## src/clkgen_ratio_pkg.sv

```systemverilog
// Package: register map, field layout and reset values of the ratio gens
// Notes on behaviour
// - Gen2 divisor is 9-bit unsigned in bits 8:0, resets to nine, rest reserved.
// - Gen2 multiplier is 9-bit unsigned in bits 8:0, resets to one, rest reserved.
// - Gen3 divisor fills all 16 bits, unsigned, resets to zero.
// - Gen3 multiplier fills all 16 bits, unsigned, resets to zero.
// - Select bit clear: gen3 runs from the PLL clock at multiplier/divisor.
// - Select bit set: gen3 runs at external rate times multiplier over 1024.
// - Pin code bits 3:0 pick the external input; ignored in PLL mode.
// - Code 1110 picks the S/PDIF rate signal; register resets to 0x000E.
// - External reference may come from a multipurpose pin or S/PDIF.
// - Source register bits 15:5 are reserved, read zero, do nothing.
// - Codes 0000 to 0110 pick multipurpose pins 0 to 6.
`default_nettype none

package clkgen_ratio_pkg;

	// ------------------------------------------------------------------
	// Register indices; byte address is four times the index
	// ------------------------------------------------------------------
	localparam logic [15:0] IDX_GEN2_DEN   = 16'hF022;
	localparam logic [15:0] IDX_GEN2_MUL   = 16'hF023;
	localparam logic [15:0] IDX_GEN3_DEN   = 16'hF024;
	localparam logic [15:0] IDX_GEN3_MUL   = 16'hF025;
	localparam logic [15:0] IDX_GEN3_SRC   = 16'hF026;
	localparam logic [15:0] IDX_STATUS     = 16'hF027;

	// ------------------------------------------------------------------
	// Field layout
	// ------------------------------------------------------------------
	localparam int          GEN2_W         = 9;
	localparam int          GEN3_W         = 16;
	localparam int          SRC_EXT_BIT    = 4;
	localparam int          PIN_CODE_W     = 4;
	localparam int          MP_COUNT       = 7;
	localparam int          DIV_W          = 17;

	// ------------------------------------------------------------------
	// Reset values
	// ------------------------------------------------------------------
	localparam logic [8:0]  GEN2_DEN_RST   = 9'h009;
	localparam logic [8:0]  GEN2_MUL_RST   = 9'h001;
	localparam logic [15:0] GEN3_DEN_RST   = 16'h0000;
	localparam logic [15:0] GEN3_MUL_RST   = 16'h0000;
	localparam logic [3:0]  PIN_CODE_RST   = 4'hE;
	localparam logic        SRC_EXT_RST    = 1'b0;

	// ------------------------------------------------------------------
	// Reference codes and fixed external divisor
	// ------------------------------------------------------------------
	localparam logic [3:0]  CODE_SPDIF     = 4'hE;
	localparam logic [3:0]  CODE_MP_LAST   = 4'h6;
	localparam logic [16:0] EXT_DIVISOR    = 17'h00400;

endpackage

`default_nettype wire

```

## src/frac_rate_gen.sv

```systemverilog
// Fractional rate generator: one enable pulse per divisor/multiplier events
`timescale 1ns/1ps
`default_nettype none

module frac_rate_gen
	import clkgen_ratio_pkg::*;
(
	input  wire logic              clk,
	input  wire logic              rst,
	input  wire logic              ref_tick,
	input  wire logic [15:0]       mult,
	input  wire logic [DIV_W-1:0]  div,
	output logic                   tick_o
);

	logic [DIV_W-1:0] acc_r;
	logic [DIV_W:0]   sum;
	logic [DIV_W:0]   rem;

	// Phase sum; one guard bit so no carry is lost
	assign sum = {1'b0, acc_r} + {{(DIV_W-15){1'b0}}, mult};
	assign rem = sum - {1'b0, div};

	// Accumulate per reference event; ratios above one saturate at one
	// pulse per event, zero divisor holds the phase and stays silent
	always_ff @(posedge clk) begin
		if (rst) begin
			acc_r  <= '0;
			tick_o <= 1'b0;
		end else begin
			tick_o <= 1'b0;
			if (ref_tick && div != '0) begin
				if (sum >= {1'b0, div}) begin
					tick_o <= 1'b1;
					if (rem >= {1'b0, div}) begin
						acc_r <= '0;
					end else begin
						acc_r <= rem[DIV_W-1:0];
					end
				end else begin
					acc_r <= sum[DIV_W-1:0];
				end
			end
		end
	end
endmodule // frac_rate_gen

`default_nettype wire

```

## src/audio_clock_ratio_generators.sv

```systemverilog
// Top: gen2/gen3 ratio registers, Avalon-MM slave and reference routing
//
// Design decision made here: the Avalon-MM interface to the registers.
`timescale 1ns/1ps
`default_nettype none

module audio_clock_ratio_generators
	import clkgen_ratio_pkg::*;
(
	input  wire logic                CLK,
	input  wire logic                RST,
	input  wire logic [17:0]         ADDRESS,
	input  wire logic                READ,
	input  wire logic                WRITE,
	input  wire logic [31:0]         WRITEDATA,
	input  wire logic [3:0]          BYTEENABLE,
	output logic      [31:0]         READDATA,
	output logic                     WAITREQUEST,
	input  wire logic [MP_COUNT-1:0] MULTIPURPOSE_PIN,
	input  wire logic                SPDIF_RATE,
	output logic                     GEN2_TICK,
	output logic                     GEN3_TICK,
	output logic                     GEN3_EXT_ACTIVE
);

	// ------------------------------------------------------------------
	// Declarations
	// ------------------------------------------------------------------
	logic [GEN2_W-1:0]     second_gen_divisor_r;
	logic [GEN2_W-1:0]     second_gen_multiplier_r;
	logic [GEN3_W-1:0]     third_gen_divisor_r;
	logic [GEN3_W-1:0]     third_gen_multiplier_r;
	logic                  third_gen_ref_select_r;
	logic [PIN_CODE_W-1:0] third_gen_ref_input_r;
	logic                  ack_r;
	logic                  wait_r;
	logic [31:0]           readdata_r;
	logic                  ref_prev_r;
	logic                  ext_active_r;
	logic                  req;
	logic                  wr_go;
	logic [15:0]           index;
	logic                  aligned;
	logic [31:0]           rd_nxt;
	logic                  ref_level;
	logic                  ref_valid;
	logic                  ref_rise;
	logic                  gen3_ref_tick;
	logic [DIV_W-1:0]      gen3_div;
	logic [15:0]           wr_word;
	logic [15:0]           gen2_den_word;
	logic [15:0]           gen2_mul_word;

	// Lane merge for a 16-bit register living in byte lanes 0 and 1
	function automatic logic [15:0] merge16(input logic [15:0] old,
		input logic [31:0] data, input logic [3:0] be);
		logic [15:0] res;
		res = old;
		if (be[0]) begin
			res[7:0] = data[7:0];
		end
		if (be[1]) begin
			res[15:8] = data[15:8];
		end
		return res;
	endfunction

	// ------------------------------------------------------------------
	// Avalon-MM handshake
	// ------------------------------------------------------------------

	// Decode; a misaligned byte address maps to nothing
	assign req     = READ || WRITE;
	assign index   = ADDRESS[17:2];
	assign aligned = ADDRESS[1:0] == 2'b00;
	assign wr_go   = WRITE && ack_r && aligned;

	// One wait cycle per request; the second edge completes it. Keeping a
	// fixed wait lets read data be registered, at one cycle of latency.
	always_ff @(posedge CLK) begin
		if (RST) begin
			ack_r <= 1'b0;
		end else begin
			ack_r <= req && !ack_r;
		end
	end

	// Wait flag kept in its own flop so the pin has no gate behind it;
	// it always equals the inverse of ack_r
	always_ff @(posedge CLK) begin
		if (RST) begin
			wait_r <= 1'b1;
		end else begin
			wait_r <= !(req && !ack_r);
		end
	end

	// Read mux; unmapped indices and reserved bits answer zero
	always_comb begin
		rd_nxt = 32'h0000_0000;
		if (aligned) begin
			case (index)
				IDX_GEN2_DEN: begin
					rd_nxt[GEN2_W-1:0] = second_gen_divisor_r;
				end
				IDX_GEN2_MUL: begin
					rd_nxt[GEN2_W-1:0] = second_gen_multiplier_r;
				end
				IDX_GEN3_DEN: begin
					rd_nxt[GEN3_W-1:0] = third_gen_divisor_r;
				end
				IDX_GEN3_MUL: begin
					rd_nxt[GEN3_W-1:0] = third_gen_multiplier_r;
				end
				IDX_GEN3_SRC: begin
					rd_nxt[SRC_EXT_BIT] = third_gen_ref_select_r;
					rd_nxt[PIN_CODE_W-1:0] = third_gen_ref_input_r;
				end
				IDX_STATUS: begin
					rd_nxt[0] = ext_active_r;
					rd_nxt[1] = ref_valid;
					rd_nxt[2] = ref_level;
				end
				default: begin
					rd_nxt = 32'h0000_0000;
				end
			endcase
		end
	end

	// Read data captured as the wait drops, so it stands stable
	always_ff @(posedge CLK) begin
		if (RST) begin
			readdata_r <= 32'h0000_0000;
		end else if (READ && !ack_r) begin
			readdata_r <= rd_nxt;
		end
	end

	assign READDATA    = readdata_r;
	assign WAITREQUEST = wait_r;

	// ------------------------------------------------------------------
	// Ratio registers
	// ------------------------------------------------------------------

	assign wr_word = merge16(16'h0000, WRITEDATA, BYTEENABLE);

	// Lane merges for the 9-bit registers; upper bits are dropped below
	assign gen2_den_word = merge16({7'h00, second_gen_divisor_r},
		WRITEDATA, BYTEENABLE);
	assign gen2_mul_word = merge16({7'h00, second_gen_multiplier_r},
		WRITEDATA, BYTEENABLE);

	// Second generator divisor and multiplier, 9 bits each
	always_ff @(posedge CLK) begin
		if (RST) begin
			second_gen_divisor_r    <= GEN2_DEN_RST;
			second_gen_multiplier_r <= GEN2_MUL_RST;
		end else if (wr_go && index == IDX_GEN2_DEN) begin
			second_gen_divisor_r <= gen2_den_word[GEN2_W-1:0];
		end else if (wr_go && index == IDX_GEN2_MUL) begin
			second_gen_multiplier_r <= gen2_mul_word[GEN2_W-1:0];
		end
	end

	// Third generator divisor and multiplier, full 16 bits
	always_ff @(posedge CLK) begin
		if (RST) begin
			third_gen_divisor_r    <= GEN3_DEN_RST;
			third_gen_multiplier_r <= GEN3_MUL_RST;
		end else if (wr_go && index == IDX_GEN3_DEN) begin
			third_gen_divisor_r <= merge16(third_gen_divisor_r,
				WRITEDATA, BYTEENABLE);
		end else if (wr_go && index == IDX_GEN3_MUL) begin
			third_gen_multiplier_r <= merge16(third_gen_multiplier_r,
				WRITEDATA, BYTEENABLE);
		end
	end

	// Source register; reserved bits 15:5 are not stored
	always_ff @(posedge CLK) begin
		if (RST) begin
			third_gen_ref_select_r <= SRC_EXT_RST;
			third_gen_ref_input_r  <= PIN_CODE_RST;
		end else if (wr_go && index == IDX_GEN3_SRC && BYTEENABLE[0]) begin
			third_gen_ref_select_r <= wr_word[SRC_EXT_BIT];
			third_gen_ref_input_r  <= wr_word[PIN_CODE_W-1:0];
		end
	end

	// ------------------------------------------------------------------
	// Reference routing for the third generator
	// ------------------------------------------------------------------

	// Pin code picks a multipurpose pin or the S/PDIF rate signal;
	// undefined codes give no reference, so in external mode the generator stays quiet
	always_comb begin
		ref_level = 1'b0;
		ref_valid = 1'b0;
		if (third_gen_ref_input_r == CODE_SPDIF) begin
			ref_level = SPDIF_RATE;
			ref_valid = 1'b1;
		end else if (third_gen_ref_input_r <= CODE_MP_LAST) begin
			ref_level = MULTIPURPOSE_PIN[third_gen_ref_input_r[2:0]];
			ref_valid = 1'b1;
		end
	end

	// Rising edge marks one reference period; any duty cycle gives one
	// edge per period, so long as each level lasts at least one clock
	always_ff @(posedge CLK) begin
		if (RST) begin
			ref_prev_r <= 1'b0;
		end else begin
			ref_prev_r <= ref_level;
		end
	end

	assign ref_rise = ref_level && !ref_prev_r;

	// PLL mode counts every system clock and divides by the register;
	// external mode counts reference edges and divides by 1024
	assign gen3_ref_tick = third_gen_ref_select_r ?
		(ref_rise && ref_valid) : 1'b1;
	assign gen3_div = third_gen_ref_select_r ? EXT_DIVISOR :
		{1'b0, third_gen_divisor_r};

	// Mode flag for the outside, registered
	always_ff @(posedge CLK) begin
		if (RST) begin
			ext_active_r <= 1'b0;
		end else begin
			ext_active_r <= third_gen_ref_select_r;
		end
	end

	assign GEN3_EXT_ACTIVE = ext_active_r;

	// ------------------------------------------------------------------
	// Rate generators
	// ------------------------------------------------------------------

	// Second generator always runs from the system clock
	frac_rate_gen u_gen2 (
		.clk      (CLK),
		.rst      (RST),
		.ref_tick (1'b1),
		.mult     ({7'h00, second_gen_multiplier_r}),
		.div      ({8'h00, second_gen_divisor_r}),
		.tick_o   (GEN2_TICK)
	);

	// Third generator; a zero divisor in PLL mode leaves it silent
	frac_rate_gen u_gen3 (
		.clk      (CLK),
		.rst      (RST),
		.ref_tick (gen3_ref_tick),
		.mult     (third_gen_multiplier_r),
		.div      (gen3_div),
		.tick_o   (GEN3_TICK)
	);
endmodule // audio_clock_ratio_generators

`default_nettype wire

```

## config.mk

```make
export PLATFORM = sky130hd
export DESIGN_NAME = audio_clock_ratio_generators
export DESIGN_NICKNAME = d
export VERILOG_FILES = /design/src/clkgen_ratio_pkg.sv /design/src/frac_rate_gen.sv /design/src/audio_clock_ratio_generators.sv
export SDC_FILE = /design/constraint.sdc
export NUM_CORES = 1
export LEC_CHECK = 0
export BUFFER_PORTS_ARGS = -buffer_cell sky130_fd_sc_hd__buf_4
export CORE_MARGIN = 4
export CORE_UTILIZATION = 50
export CTS_CLUSTER_DIAMETER = 40
export CTS_CLUSTER_SIZE = 25
export DETAILED_ROUTE_END_ITERATION = 8
export PLACE_DENSITY = 0.7
export SYNTH_ARGS = -nofsm -noshare
export SYNTH_HDL_FRONTEND = slang
export SYNTH_HIERARCHICAL = 1
export SYNTH_SLANG_ARGS = --single-unit
```

## constraint.sdc

```tcl
create_clock -name CLK -period 14.4 [get_ports CLK]
set_input_delay 0.72 -clock CLK [delete_from_list [all_inputs] [get_ports CLK]]
set_output_delay 0.72 -clock CLK [all_outputs]
set_load 0.02 [all_outputs]
```

# Yosys cells after proc, flatten, opt, wreduce, memory -nomap -nowiden
# Index checks and enable logic that the tools add are counted.
# totals
ff_bits	127
out_inout_bits	36
# op_classes
addsub	4
n_reduce_logical	30
n_eq_ne	7
n_mux	20
bitwise	4
n_lt_le_gt_ge	6
# ops
cell	n
16-bit == test, second input constant	6
17-bit two-way mux	4
18-bit by 16-bit >= comparator with 1-bit output	2
18-bit by 9-bit >= comparator with 1-bit output	2
17-bit nonzero test	2
16-bit two-way mux	2
17-bit by 16-bit adder with 18-bit output	1
17-bit by 9-bit adder with 18-bit output	1
3-bit case mux with 6 select lines	1
18-bit by 16-bit subtractor with 18-bit output	1
18-bit by 9-bit subtractor with 18-bit output	1
4-bit case mux with 4 select lines	1
7-bit case mux with 2 select lines	1
1-bit logical AND	13
3-bit AND reduction	4
2-bit case mux with 5 select lines	1
1-bit two-way mux	8
2-bit AND reduction	4
5-bit two-way mux	1
4-bit == test, second input constant	1
4-bit by 3-bit less-or-equal comparator with 1-bit output, second input constant	1
3-bit by 4-bit less-than comparator with 1-bit output, second input constant	1
1-bit inverter	4
2-bit OR reduction	2
4 further kinds	6

# Longest topological paths before layout
# logic_depth
depth_word	10
ltp_mapped	25
mapped_depth_nobuf	23

# By module
# The synthesis kept the hierarchy.
# by_module_without_submodules
module	instances	cells_each	area_each_um2
audio_clock_ratio_generators	1	384	3564.7
frac_rate_gen at u_gen3	1	388	3029.2
frac_rate_gen at u_gen2	1	351	2768.9

# Least setup slack after synthesis
# No wires, ideal clock.
# synth_timing
path_kind	reg2reg
startpoint	reg second_gen_multiplier_r[0]
endpoint	reg u_gen2.acc_r[11]
path_stages_with_launch	24
path_slack_ps	9435
path_buffers	2
arrival_ps	4879
required_time_ps	14314
cell_sequence	dfxtp_1 > ha_1 > fa_1 > a211oi_1 > o21bai_1 > a21oi_1 > xnor2_1 > ha_1 > or4_4 > o21ai_2 > or2b_1 > a21o_1 > a21o_1 > xor2_1 > ha_1 > a21oi_1 > nor2_1 > a2111oi_0 > o31a_1 > o221a_1 > buf_6 > buf_8 > a22oi_1 > a211oi_1
# synth_via
elab_chain_len	5
# synth_rtl
element	line	rtl
start: declaration	audio_clock_ratio_generators.sv:30	logic [GEN2_W-1:0] second_gen_multiplier_r;
start signal: assignment	audio_clock_ratio_generators.sv:163	second_gen_multiplier_r <= gen2_mul_word[GEN2_W-1:0];
17-bit by 9-bit adder with 18-bit output (*)	frac_rate_gen.sv:21	assign sum = {1'b0, acc_r} + {{(DIV_W-15){1'b0}}, mult};
18-bit by 9-bit subtractor with 18-bit output	frac_rate_gen.sv:22	assign rem = sum - {1'b0, div};
18-bit by 9-bit >= comparator with 1-bit output	frac_rate_gen.sv:35	if (rem >= {1'b0, div}) begin
17-bit two-way mux	frac_rate_gen.sv:35	
17-bit two-way mux (*)	frac_rate_gen.sv:33	if (sum >= {1'b0, div}) begin
end signal: assignment	frac_rate_gen.sv:38	acc_r <= rem[DIV_W-1:0];
end signal: assignment	frac_rate_gen.sv:41	acc_r <= sum[DIV_W-1:0];
end: declaration	frac_rate_gen.sv:16	logic [DIV_W-1:0] acc_r;
# Every way passes the cells marked *; elsewhere a longest branch is shown, timed or not.
# A chain may end at the register's enable or synchronous reset.

# Worst setup path after layout
# Ends and elaborated chain as after synthesis.

==> key figures <==
Logic synthesis
  – Yosys reg bits: 111
  – Top_reg_cell synth: dfxtp_1
  – Post-Syn Instances: roughly 1100
  – Syn Area/Cell: 8.34 sq um
  – Sequential-to-total area share from yosys stat: 23.7%
  – Post-synth EDFFs: 0
  – Post-Syn Area: 9360 sq um
  – Synth cell types: 82
  – Synth warnings: 6
  – Async SR Flop Fraction: 0%

Clocking
  – Root Buffer: clkbuf_16
  – Clk_lat worst skew: 0.36 ns
  – CTS sink cnt: 111
  – TritonCTS clock tree: built
  – CTS buffer count: 9
  – Setup Fix Bufs, Post-CTS: 0
  – Hold buffer count at cts: 0
  – Post-CTS sizing: 0
  – CTS max path bufs: 2
  – H-tree depth: 3
  – Clk slew on worst S/H paths: roughly 0.09 ns

Pwr
  – Leak pwr: 0.00427 uW
  – Design Power: 1170 uW
  – Power Density: 113 nW/um^2
  – Max VDD drop: 0.0000733 V

STA
  – Fin Clk Skew: 0.0105 ns
  – Slew @ Worst Pin: 1.00 ns
  – Setup TNS: 0 ns
  – Setup Viol. Count Final: 0
  – RSZ-0062 raised after global routing: no
  – Period minus WS final: 6.35 ns
  – Hold Violations, Final: 0
  – Fmax: 0.157 GHz
  – Final period util: 44.1%
  – Rel. slew slack: 33.3%
  – Final Slew Violations: 0

Floorplanning
  – Die width: about 140 microns
  – Die height: roughly 140 microns
  – Row cnt: 49
  – Initial Util: 51.4%
  – Core Region: 18200 sq um
  – Die Footprint: roughly 21000 sq um
  – # IOs: 102

Setup path
  – Crit-path max FO: 17
  – Critical Path End: u_gen2/acc_r[11]
  – Reg-to-reg endpoint: u_gen2/acc_r[11]
  – Crit Reg-Reg Startpoint: second_gen_multiplier_r[0]
  – Crit path arrival time: between 6 and 7 ns
  – Crit Path Category: reg -> reg
  – R2R depth: 22
  – Setup slack, reg-to-reg: ~8.1 ns
  – CP endpoint kind: register
  – Req. time, crit path: 14.67 ns
  – CP Launch Point: second_gen_multiplier_r[0]
  – CP startpoint kind: register

Final layout
  – Nets: approximately 1400
  – Post-route cell area: 10300 sq um
  – Antenna cell count: 0
  – Fillers: 1723
  – P&R area growth vs syn: 10.4%
  – Layout cell share with drive strength beyond 1: 12.1%

Detailed routing
  – Routed wire per std cell: between 15 and 20 microns
  – DR pass1 iterations: 5
  – Antenna-violating nets left: 0
  – Total number of vias: 8542
  – Remaining DRCs: 0
  – Drt initial violations: 482
  – Vias per cell: 6.00
  – Total Wirelength: around 25 mm

Global route
  – First-pass GRT wire length: approximately 40 mm
  – Gr usage total: 23.5%
  – Initial antenna violation count: 0
  – Number of global-route vias before repair: roughly 8000
  – Aggregate global routing overflow: 0
  – Largest net degree at the start of global routing: 70

Placement
  – Post-DP HPWL: 19.3 mm
  – Placement Cell Area: approximately 10000 sq um
  – GPL Wtd Cong: 0.942
  – Port Buffers: 67

Outcome
  – Status: complete, no violations

Hold path
  – Worst min-delay path class: reg -> reg

Job
  – Max Cap Violations: 0
## critical path: stages, from the launching register on
cell and delay (ns):
dfxtp_1 0.34, ha_1 0.26, fa_1 0.44, a211oi_1 0.36, o21ai_0 0.19, a31oi_1 0.38
nor2_1 0.08, o21a_1 0.20, o41ai_1 0.35, xnor2_1 0.22, ha_1 0.33, o21ai_0 0.10
o21bai_1 0.09, a21boi_0 0.25, o22ai_1 0.14, or2_2 0.30, xor2_1 0.16, ha_1 0.21
a2111oi_0 0.29, o31a_1 0.23, o221a_1 0.86, a22oi_1 0.21, a211oi_1 0.26
## area by class of cell
class / count / area [sq um] / share of cell area (%)
multi-input cells: 935 / 6750 / 65.3
flip-flops and latches: 111 / 2220 / 21.5
repair buffers: 72 / 541 / 5.23
well taps: 229 / 287 / 2.77
clock buffers: 9 / 225 / 2.18
inverters: 60 / 225 / 2.18
clock inverters: 7 / 82.6 / 0.799
## stage by stage
step           hold slack (ns)  setup slack (ns)  util [%]  std cells
6_report                 0.461              8.05      56.8       1423
5_1_grt                  0.483              7.53      56.8       1423
3_5_place_dp             0.446              8.25      55.1       1407
2_1_floorplan            0.440              9.44         -       1161
3_3_place_gp             0.437              8.27      55.1       1407
4_1_cts                  0.467              8.22      56.8       1423
## cells in the final DEF, fill, tap and decap left out, types with 12 or more instances in the layout
master,instances
a211oi_1,22
a21o_1,24
a21oi_1,77
a221oi_1,15
buf_4,72
conb_1,40
dfxtp_1,111
ha_1,100
inv_1,60
mux2i_1,60
nand2_1,72
nand2b_1,14
nand3_1,17
nand4_1,12
nor2_1,119
nor2b_1,26
nor3_1,30
nor4_1,13
o211ai_1,16
o21a_1,12
o21ai_0,55
xnor2_1,33
xor2_1,23
## how the worst min path moves through the flow
stage	slack, ns	cells past startpoint	from	end
after floorplan	0.44	2	third_gen_divisor_r[0]	third_gen_divisor_r[0]
after global placement	0.44	2	READDATA[10]	READDATA[10]
after detailed placement	0.45	2	READDATA[10]	READDATA[10]
after CTS	0.47	2	READDATA[10]	READDATA[10]
after global routing	0.48	2	READDATA[9]	READDATA[9]
final	0.46	2	READDATA[10]	READDATA[10]
## kinds of logic (layout without fill, tap and decap cells)
| group | after synthesis | in the layout | synth area share [%] |
|---|---|---|---|
| xor gates and xnor gates | 56 | 56 | 5.24 |
| AOI/OAI and AO/OA | 323 | 323 | 24.8 |
| muxes | 61 | 61 | 6.53 |
| buffers and inverters | 115 | 148 | 5.77 |
| adders and majority gates | 104 | 104 | 14.2 |
| DFF | 111 | 111 | 23.7 |
| other | 2 | 40 | 0.0802 |
| and+or+nand+nor | 351 | 351 | 19.7 |
## routing by layer
| layer | GRT usage [%] | routed length, microns | vias to the layer above |
|---|---|---|---|
| met3 | 4.80 | 1470 | 30 |
| met2 | 37.2 | 10900 | 231 |
| met5 | 0 | 0 | - |
| met1 | 33.3 | 12000 | 4064 |
| met4 | 4.91 | 381 | 0 |
| li1 | - | - | 4217 |
## registers in the layout (all words and copies together), names as in the netlist
register and cells:
u_gen2/acc_r 17, u_gen3/acc_r 17, READDATA 16, third_gen_divisor_r 16, third_gen_multiplier_r 16, second_gen_divisor_r 9
second_gen_multiplier_r 9, third_gen_ref_input_r 4, GEN3_EXT_ACTIVE 1, WAITREQUEST 1, ack_r 1, ref_prev_r 1
third_gen_ref_select_r 1, u_gen2/tick_o 1, u_gen3/tick_o 1
## synth_stat cells, types with 4 or more instances
| library cell | instances | area [sq um] |
|---|---|---|
| a2111oi_0 | 4 | 35.0 |
| a211oi_1 | 22 | 165 |
| a211oi_2 | 11 | 138 |
| a21o_1 | 24 | 180 |
| a21oi_1 | 77 | 385 |
| a221oi_1 | 15 | 131 |
| a221oi_2 | 8 | 120 |
| a22o_1 | 4 | 35.0 |
| a31oi_1 | 9 | 56.3 |
| and3_1 | 4 | 25.0 |
| buf_2 | 6 | 30.0 |
| buf_4 | 20 | 150 |
| clkbuf_1 | 24 | 90.1 |
| dfxtp_1 | 111 | 2220 |
| fa_1 | 4 | 80.1 |
| ha_1 | 100 | 1250 |
| inv_1 | 60 | 225 |
| mux2i_1 | 60 | 601 |
| nand2_1 | 72 | 270 |
| nand2b_1 | 14 | 87.6 |
| nand3_1 | 17 | 85.1 |
| nand3b_1 | 5 | 37.5 |
| nand4_1 | 12 | 75.1 |
| nor2_1 | 119 | 447 |
| nor2b_1 | 26 | 163 |
| nor3_1 | 30 | 150 |
| nor4_1 | 13 | 81.3 |
| nor4_4 | 5 | 106 |
| o211a_1 | 4 | 40.0 |
| o211ai_1 | 16 | 120 |
| o211ai_2 | 9 | 113 |
| o21a_1 | 12 | 90.1 |
| o21ai_0 | 55 | 275 |
| o21ai_1 | 4 | 20.0 |
| o21bai_1 | 7 | 52.6 |
| o22ai_1 | 4 | 25.0 |
| o31a_1 | 5 | 43.8 |
| o31ai_1 | 5 | 37.5 |
| or2_2 | 4 | 25.0 |
| xnor2_1 | 33 | 289 |
| xor2_1 | 23 | 201 |
## power breakdown
group | switching [uW] | total (uW) | internal (uW)
logic | 343 | 576 | 233
clock network | 137 | 262 | 125
registers | 9.24 | 331 | 322
No activity file was read; power rests on OpenSTA's default activity.
